===== src/common/pbx_consts.svh =====
// offsets, field positions, reset values and sizes of the pci extension
// control bank; included by the design file
`ifndef PBX_CONSTS_SVH
`define PBX_CONSTS_SVH
`define PBX_OFF_READ_GATE 8'h94
`define PBX_OFF_RETRY_EXT 8'h98
`define PBX_OFF_BYPASS 8'ha8
`define PBX_OFF_SUBSYS 8'h9c
`define PBX_OFF_VENDOR 8'ha0
`define PBX_OFF_CLASS 8'ha4
`define PBX_OFF_INTSIG 8'h90
`define PBX_OFF_BAR0 8'h10
`define PBX_OFF_MAP_LO 8'h44
`define PBX_OFF_MAP_HI 8'h80
`define PBX_RST_READ_GATE 1'b1
`define PBX_RST_BYPASS 12'hfff
`define PBX_RST_RETRY_EXT 9'h000
`define PBX_BIT_GATE 0
`define PBX_NOM_LSB 1
`define PBX_NOM_MSB 3
`define PBX_MAX_LSB 4
`define PBX_MAX_MSB 5
`define PBX_BIT_NODEP 6
`define PBX_BIT_FULLBE 7
`define PBX_BIT_PF_EN 8
`define PBX_BIT_PF_SZ 9
`define PBX_BYP_MSB 11
`define PBX_MAP_ENTRIES 16
`define PBX_MAP_SEL_LSB 20
`define PBX_MAP_SEL_MSB 23
`define PBX_BAR0_MASK 32'hff000000
`define PBX_PF_LINES_SMALL 3'h2
`define PBX_PF_LINES_LARGE 3'h4
`define PBX_REV_EXT 8'h03
`endif


===== src/common/pbx_pkg.sv =====
// types of the pci extension control bank
// assumes nothing of its surroundings
package pbx_pkg;
   typedef enum logic [1:0] {
      PBX_BYP_IDLE,
      PBX_BYP_RETRY,
      PBX_BYP_ABORT
   } pbx_byp_state_t;
endpackage


===== src/verilog/pbx_ext_ctrl.sv =====
// pci extension control registers: read gate, retry extension, bypass
// limit, protected map table and identity overrides.
// assumes a local (internal bus) port and a pci configuration port, both
// single-cycle strobes on i_mclk, and a retry-timeout tick from the core.
`timescale 1ns/100ps
`default_nettype none
`include "pbx_consts.svh"
module pbx_ext_ctrl #(
   parameter logic [7:0] IF_REVISION = `PBX_REV_EXT,
   parameter logic [31:0] DEF_VENDOR_DEVICE = 32'h00000000, // arbitrary
   parameter logic [31:0] DEF_CLASS = 32'h00000000 // arbitrary
) (
   input wire logic i_mclk,
   input wire logic i_rst_n,
   input wire logic i_device_mode,
   // local (internal bus) configuration port
   input wire logic i_loc_wr,
   input wire logic i_loc_rd,
   input wire logic [7:0] i_loc_addr,
   input wire logic [31:0] i_loc_wdata,
   output logic [31:0] o_loc_rdata,
   output logic o_loc_rvalid,
   // pci configuration port
   input wire logic i_pci_wr,
   input wire logic i_pci_rd,
   input wire logic [7:0] i_pci_addr,
   input wire logic [31:0] i_pci_wdata,
   output logic [31:0] o_pci_rdata,
   output logic o_pci_rvalid,
   output logic o_pci_retry,
   // map lookup for bar0 hits
   input wire logic [31:0] i_bar0_addr,
   output logic [31:0] o_map_entry,
   // outbound read retry tracking
   input wire logic i_ob_read_start,
   input wire logic i_ob_read_done,
   input wire logic i_retry_tick,
   input wire logic i_write_pending,
   output logic o_write_bypass,
   output logic o_ob_read_abort,
   // controls toward the core
   output logic [2:0] o_nom_retry_hi,
   output logic [1:0] o_max_retry_hi,
   output logic o_no_dma_pio_dep,
   output logic o_force_full_read_byte_enables,
   output logic o_prefetch_en,
   output logic [2:0] o_prefetch_lines,
   output logic o_host_interrupt,
   output logic [31:0] o_subsystem_identity_value,
   output logic [31:0] o_vendor_device_override,
   output logic [31:0] o_class_code_override
);
   localparam logic HAS_EXT = (IF_REVISION >= `PBX_REV_EXT);

   logic gate_reg;
   logic [8:0] ext_reg;
   logic [11:0] byp_reg;
   logic [31:0] subsys_reg;
   logic [31:0] vendor_reg;
   logic [31:0] class_reg;
   logic intsig_reg;
   logic [31:0] bar0_reg;
   logic [31:0] map_reg [0:`PBX_MAP_ENTRIES-1];
   logic [31:0] loc_rdata_reg;
   logic loc_rvalid_reg;
   logic [31:0] pci_rdata_reg;
   logic pci_rvalid_reg;
   logic pci_retry_reg;
   pbx_pkg::pbx_byp_state_t byp_state_reg;
   pbx_pkg::pbx_byp_state_t byp_state_next;
   logic [11:0] byp_cnt_reg;
   logic [11:0] byp_cnt_next;
   logic bypass_used_reg;

   // map window test and index, shared by both ports
   function automatic logic is_map(input logic [7:0] a);
      is_map = (a >= `PBX_OFF_MAP_LO) && (a <= `PBX_OFF_MAP_HI)
         && (a[1:0] == 2'h0);
   endfunction
   function automatic logic [3:0] map_idx(input logic [7:0] a);
      logic [7:0] d;
      d = a - `PBX_OFF_MAP_LO;
      map_idx = d[5:2];
   endfunction

   // common read mux of the bank
   function automatic logic [31:0] rd_mux(input logic [7:0] a,
      input logic [31:0] m);
      rd_mux = 32'h00000000;
      case (a)
         `PBX_OFF_RETRY_EXT: begin
            rd_mux = {22'h000000, ext_reg[8:0], 1'b0};
         end
         `PBX_OFF_BYPASS: rd_mux = HAS_EXT ? {20'h00000, byp_reg} : 32'h0;
         `PBX_OFF_SUBSYS: rd_mux = subsys_reg;
         `PBX_OFF_VENDOR: rd_mux = vendor_reg;
         `PBX_OFF_CLASS: rd_mux = class_reg;
         `PBX_OFF_INTSIG: rd_mux = {31'h00000000, intsig_reg};
         `PBX_OFF_BAR0: rd_mux = bar0_reg;
         default: rd_mux = is_map(a) ? m : 32'h00000000;
      endcase
   endfunction

   // decode of the two ports
   wire loc_map_hit = is_map(i_loc_addr);
   wire [3:0] loc_map_sel = map_idx(i_loc_addr);
   wire [31:0] loc_map_word = map_reg[loc_map_sel];
   wire [3:0] pci_map_sel = map_idx(i_pci_addr);
   wire [31:0] pci_map_word = map_reg[pci_map_sel];
   wire pci_map_hit = is_map(i_pci_addr);
   wire pci_read_retry = i_pci_rd && gate_reg && i_device_mode;
   // cpu reads of config space valid only while gate set or in host mode
   wire loc_read_ok = gate_reg || !i_device_mode;
   wire [31:0] loc_rd_word = rd_mux(i_loc_addr, loc_map_word);
   // pci map reads give no defined data (zero here)
   wire [31:0] pci_rd_word = pci_map_hit ? 32'h00000000 :
      ((i_pci_addr == `PBX_OFF_SUBSYS) ? subsys_reg :
      rd_mux(i_pci_addr, pci_map_word));
   // bar0 keeps low 24 bits zero, 16 mbyte memory region
   wire [31:0] bar0_wr = i_pci_wdata & `PBX_BAR0_MASK;
   // entry picked by address bits 23:20
   wire [3:0] bar0_sel = i_bar0_addr[`PBX_MAP_SEL_MSB:`PBX_MAP_SEL_LSB];

   // local port writes, pci bar0 write and both read answers
   always_ff @(posedge i_mclk or negedge i_rst_n) begin
      if (!i_rst_n) begin
         gate_reg <= `PBX_RST_READ_GATE;
         ext_reg <= `PBX_RST_RETRY_EXT;
         byp_reg <= `PBX_RST_BYPASS;
         subsys_reg <= 32'h00000000;
         vendor_reg <= DEF_VENDOR_DEVICE;
         class_reg <= DEF_CLASS;
         intsig_reg <= 1'b0;
         bar0_reg <= 32'h00000000;
         loc_rdata_reg <= 32'h00000000;
         loc_rvalid_reg <= 1'b0;
         pci_rdata_reg <= 32'h00000000;
         pci_rvalid_reg <= 1'b0;
         pci_retry_reg <= 1'b0;
      end else begin
         loc_rvalid_reg <= i_loc_rd;
         pci_rvalid_reg <= i_pci_rd && !pci_read_retry;
         pci_retry_reg <= pci_read_retry;
         if (i_loc_rd) begin
            loc_rdata_reg <= loc_read_ok ? loc_rd_word : 32'h00000000;
         end
         if (i_pci_rd && !pci_read_retry) begin
            pci_rdata_reg <= pci_rd_word;
         end
         if (i_loc_wr) begin
            case (i_loc_addr)
               `PBX_OFF_READ_GATE: gate_reg <= i_loc_wdata[`PBX_BIT_GATE];
               `PBX_OFF_RETRY_EXT: begin
                  ext_reg[5:0] <= i_loc_wdata[6:1];
                  ext_reg[6] <= i_loc_wdata[`PBX_BIT_FULLBE];
                  // prefetch bits only from revision three
                  ext_reg[8:7] <= HAS_EXT ?
                     i_loc_wdata[`PBX_BIT_PF_SZ:`PBX_BIT_PF_EN] : 2'h0;
               end
               `PBX_OFF_BYPASS: begin
                  if (HAS_EXT) begin
                     byp_reg <= i_loc_wdata[`PBX_BYP_MSB:0];
                  end
               end
               // identity written from local side only
               `PBX_OFF_SUBSYS: subsys_reg <= i_loc_wdata;
               `PBX_OFF_VENDOR: begin
                  if (HAS_EXT) begin
                     vendor_reg <= i_loc_wdata;
                  end
               end
               `PBX_OFF_CLASS: begin
                  if (HAS_EXT) begin
                     class_reg <= i_loc_wdata;
                  end
               end
               `PBX_OFF_INTSIG: intsig_reg <= i_loc_wdata[0];
               default: ;
            endcase
         end
         if (i_pci_wr && (i_pci_addr == `PBX_OFF_BAR0)) begin
            bar0_reg <= bar0_wr;
         end
      end
   end

   // map table written only by local port
   always_ff @(posedge i_mclk or negedge i_rst_n) begin
      if (!i_rst_n) begin
         for (int k = 0; k < `PBX_MAP_ENTRIES; k++) begin
            map_reg[k] <= 32'h00000000;
         end
      end else if (i_loc_wr && loc_map_hit) begin
         map_reg[loc_map_sel] <= i_loc_wdata;
      end
   end

   // next state of the outbound read retry tracker
   always_comb begin
      byp_state_next = byp_state_reg;
      byp_cnt_next = byp_cnt_reg;
      case (byp_state_reg)
         pbx_pkg::PBX_BYP_IDLE: begin
            if (i_ob_read_start) begin
               byp_state_next = pbx_pkg::PBX_BYP_RETRY;
               byp_cnt_next = byp_reg;
            end
         end
         pbx_pkg::PBX_BYP_RETRY: begin
            if (i_ob_read_done) begin
               byp_state_next = pbx_pkg::PBX_BYP_IDLE;
            end else if (i_retry_tick) begin
               if (byp_cnt_reg <= 12'h001) begin
                  byp_state_next = pbx_pkg::PBX_BYP_ABORT;
                  byp_cnt_next = 12'h000;
               end else begin
                  byp_cnt_next = byp_cnt_reg - 12'h001;
               end
            end
         end
         pbx_pkg::PBX_BYP_ABORT: byp_state_next = pbx_pkg::PBX_BYP_IDLE;
         default: byp_state_next = pbx_pkg::PBX_BYP_IDLE;
      endcase
   end

   wire bypass_grant = (byp_state_reg == pbx_pkg::PBX_BYP_RETRY)
      && i_write_pending && !bypass_used_reg && !i_retry_tick;

   // retry tracker state, counter and bypass budget
   always_ff @(posedge i_mclk or negedge i_rst_n) begin
      if (!i_rst_n) begin
         byp_state_reg <= pbx_pkg::PBX_BYP_IDLE;
         byp_cnt_reg <= 12'h000;
         bypass_used_reg <= 1'b0;
      end else begin
         byp_state_reg <= byp_state_next;
         byp_cnt_reg <= byp_cnt_next;
         if (i_retry_tick || byp_state_reg != pbx_pkg::PBX_BYP_RETRY) begin
            bypass_used_reg <= 1'b0;
         end else if (bypass_grant) begin
            bypass_used_reg <= 1'b1;
         end
      end
   end

   // outputs toward the core
   assign o_loc_rdata = loc_rdata_reg;
   assign o_loc_rvalid = loc_rvalid_reg;
   assign o_pci_rdata = pci_rdata_reg;
   assign o_pci_rvalid = pci_rvalid_reg;
   assign o_pci_retry = pci_retry_reg;
   assign o_map_entry = map_reg[bar0_sel];
   assign o_write_bypass = bypass_grant;
   assign o_ob_read_abort = (byp_state_reg == pbx_pkg::PBX_BYP_ABORT);
   assign o_nom_retry_hi = ext_reg[2:0];
   assign o_max_retry_hi = ext_reg[4:3];
   assign o_no_dma_pio_dep = ext_reg[5];
   assign o_force_full_read_byte_enables = ext_reg[6];
   assign o_prefetch_en = ext_reg[7];
   assign o_prefetch_lines = ext_reg[8] ? `PBX_PF_LINES_LARGE :
      `PBX_PF_LINES_SMALL;
   assign o_host_interrupt = intsig_reg;
   assign o_subsystem_identity_value = subsys_reg;
   assign o_vendor_device_override = vendor_reg;
   assign o_class_code_override = class_reg;
endmodule // pbx_ext_ctrl
`default_nettype wire


===== config.mk =====
export PLATFORM = sky130hd
export DESIGN_NAME = pbx_ext_ctrl
export DESIGN_NICKNAME = d
export VERILOG_FILES = /design/src/common/pbx_pkg.sv /design/src/verilog/pbx_ext_ctrl.sv
export VERILOG_INCLUDE_DIRS = /design/src /design/src/common
export SDC_FILE = /design/constraint.sdc
export NUM_CORES = 1
export LEC_CHECK = 0
export BUFFER_PORTS_ARGS = -buffer_cell sky130_fd_sc_hd__clkbuf_2
export CAP_MARGIN = 10
export CORE_MARGIN = 4
export CORE_UTILIZATION = 60
export CTS_CLUSTER_SIZE = 16
export DETAILED_ROUTE_END_ITERATION = 6
export HOLD_SLACK_MARGIN = 0.03
export PLACE_DENSITY = 0.9
export SLEW_MARGIN = 20
export SYNTH_ARGS = -nofsm -noshare
export SYNTH_HDL_FRONTEND = slang
export SYNTH_SLANG_ARGS = --single-unit
export TNS_END_PERCENT = 1

===== constraint.sdc =====
create_clock -name i_mclk -period 3.5 [get_ports i_mclk]
set_clock_uncertainty 0.05 [all_clocks]
set_input_delay 0.7 -clock i_mclk [delete_from_list [all_inputs] [get_ports i_mclk]]
set_output_delay 0.7 -clock i_mclk [all_outputs]
set_load 0.01 [all_outputs]

==> summary.txt <==
Outcome = finished, violations left
Failing checks = DRC
Syn avg cell area = 14.89 µm²
Drt first pass iters = 7
Hold Vio Cnt, Final = 0
Logic pwr share = 14.0%
Net Sw Power = 5.535 mW
Chip Width = 255.9 µm
VDD IR max = 0.0003593 V
CTS clk-pin slew, worst paths = 0.06 ns
Leakage = 19.65 nW
Buffers & Inverters on Critical Path = 4
Syn Nets = 2607
Power Total = 20.81 mW
Vias per cell = 7.639
Warnings from Yosys = 0
PwrDens = 493.3 nW/µm²
Number of gates resized after cts = 0
WS Path Type = input port to primary output
Max reg flops = 512
Via count = 27040
Setup TNS = 0 ns
Commonest non-fill, non-tap cell in the layout = dfrtp_1
Critical path capture point type = primary output
Cell depth of the worst setup path = 6
H-tree levels = 3
Routed WL per cell = 33.95 µm
Crit start category = input port
Overall Global Routing Usage = 36.25%
Nets@finish = 2826
Max Freq = 0.3053 GHz
Worst rel slew slack = 22.12%
CP max FO = 22
Syn-to-layout area delta = 14.37%
Dpl ws = -0.05402 ns
Cell Chain, Critical Path = clkbuf_8 -> buf_12 -> buf_12 -> mux4_2 -> mux4_2 -> clkbuf_2
Final Worst Setup Slack = 0.2248 ns
PortBufs = 278
Crit path largest cell delay = 0.56 ns
Clock power share = 40.8%
Sw Share = 26.60%
Share of cells above drive strength 1 = 51.02%
Distinct cells, synth = 71
First-pass GRT wire length = 181.2 mm
Clk sinks = 721
Sequential fraction of the synthesis area = 48.97%
GR Overflow Total = 0
Antenna violations before repair = 8
Final setup fails = 0
Post-Route WL = 120.2 mm
CTS tree = done
Die height = 255.9 µm
Post-synth top flop = dfrtp_1
Min Clock Period, post-route = 3.275 ns
FF-to-FF Start = byp_cnt_reg[8]
Crit Reg-Reg Endpoint = byp_cnt_reg[6]
Synthesized flop and latch total = 721
CORE AREA = 60580 µm²
Slew @ Worst Pin = 1.165 ns
Die area = 65500 µm²
Post-CTS setup buffers = 0
Unrepaired setup endpoints after global routing = no
Reg power frac = 45.3%
Starting Density = 60.87%
Floorplan row count = 90
CTS root buffer = clkbuf_16
TritonCTS buffer count = 72
Period utilisation layout = 93.58%
Slowest cell on crit path = mux4_2
Reg-to-reg setup timing slack = 0.94 ns
Vias in the first global route = 28010
Pins over their slew limit = 0
Fraction of registers with async set/reset = 100.0%
Post-synth EDFFs = 0
Commonest non-fill, non-tap cells in the layout = dfrtp_1, mux2_2, mux4_2
I/O Pins = 332
Critical Path AT = 2.53 ns
Worst min-delay path class = input port to asynchronous set/reset pin
Internal = 15.27 mW
CTS Hold Buffers Added = 0
Family with the most delay on the worst path = multiplexers
Routed Antenna Nets = 0
Worst Path Required = 2.75 ns
MaxCap Viol Count = 0
DRC violations left = 2
Largest net degree at the start of global routing = 93
Hpwl dp = 73.48 mm
Synthesized instance count = 2477
Worst r2r path cells = 5
First DRT Iteration DRCs = 3844
Skew-Pair Late Insertion Delay = 0.62 ns
Routability cong. = 0.9168
CTS max path bufs = 3
Mapped cell area = 36880 µm²
## power by group through the flow
stage	Clock, mW	Combinational [mW]	Sequential [mW]
2_1_floorplan	0	1.85	9.36
3_3_place_gp	0	2.69	9.42
3_5_place_dp	0	2.80	9.51
4_1_cts	8.47	2.86	9.39
5_1_grt	8.82	3.07	9.47
6_report	8.48	2.91	9.42
## how the worst max path moves through the flow
stage	end	slack [ns]	start
final	o_map_entry[6]	0.22	i_bar0_addr[20]
after global routing	o_map_entry[6]	0.20	i_bar0_addr[20]
after CTS	o_map_entry[6]	0.24	i_bar0_addr[20]
after detailed placement	map_reg[66]	-0.05	i_loc_addr[2]
after global placement	o_loc_rdata[8]	-0.25	i_loc_addr[2]
after floorplan	map_reg[129]	0.05	i_loc_addr[2]
## through the flow
step                      std cells  hold WS, ns  util [%]  cell area [µm²]
after floorplan                2477       0.3544         -            36880
after global placement         3404       0.4140     65.32            39570
after global routing           3538       0.1396     69.61            42170
final                          3540      0.06196     69.62            42180
after CTS                      3536       0.1237     69.60            42170
after detailed placement       3404       0.4204     65.33            39580
## cells in the mapped netlist, types with 4 or more instances
library cell | count | area [µm²]
dfrtp_1 | 708 | 17720
mux2_2 | 541 | 6092
mux4_2 | 288 | 6486
clkbuf_1 | 133 | 499.2
mux2_1 | 98 | 1104
nand2_1 | 72 | 270.3
o22ai_1 | 65 | 406.6
buf_4 | 40 | 300.3
nand3_1 | 39 | 195.2
o21ai_0 | 39 | 195.2
buf_1 | 36 | 135.1
buf_2 | 35 | 175.2
and3_1 | 33 | 206.5
o31ai_1 | 33 | 247.7
a22oi_1 | 28 | 210.2
a222oi_1 | 26 | 260.3
a22o_1 | 23 | 201.4
a21oi_1 | 17 | 85.08
nor2_1 | 16 | 60.06
a2bb2oi_1 | 15 | 131.4
a221o_1 | 14 | 140.1
dfstp_2 | 13 | 341.6
nor2_4 | 13 | 146.4
inv_1 | 12 | 45.04
a21boi_0 | 10 | 75.07
nor3_1 | 10 | 50.05
a2111oi_0 | 9 | 78.83
a211oi_1 | 9 | 67.56
buf_6 | 9 | 101.4
ha_1 | 7 | 87.58
nand2b_1 | 7 | 43.79
a32oi_1 | 5 | 43.79
nand4_1 | 5 | 31.28
nor2b_1 | 5 | 31.28
nand3_4 | 4 | 70.07
nor4b_1 | 4 | 35.03
## per-layer routing
metal	vias to the layer above	track usage, %	share of wire (%)
li1	10140	-	-
met1	13830	45.56	33
met2	2401	54.85	45
met3	667	13.15	14
met4	6	20.92	7.2
met5	-	0	0.034
## worst reg2reg max path, delay by kind of cell, from the launching register on
| family | cells | cell delay (ns) |
|---|---|---|
| AOI/OAI and AO/OA | 2 | 1.02 |
| DFF | 1 | 0.41 |
| and+or+nand+nor | 3 | 0.97 |
## final cells by class
cell class | count | area, µm²
fillers | 3544 | 18400
flip-flops and latches | 721 | 18060
multi-input cells | 1491 | 17640
repair buffers | 398 | 2860
clock buffers | 107 | 2208
well taps | 782 | 978.4
clock inverters | 25 | 382.9
inverters | 12 | 45.04
diodes | 4 | 10.01
## logic make-up after synthesis
kind of cell | count (synthesis) | share of synthesized area, %
mux | 927 | 37.10
flops | 721 | 48.97
compound gates | 311 | 6.280
buf+inv | 265 | 3.406
simple gates | 245 | 4.000
fa+ha+maj | 7 | 0.2375
other cells | 1 | 0.01017
(Power assumes the default switching activity.)
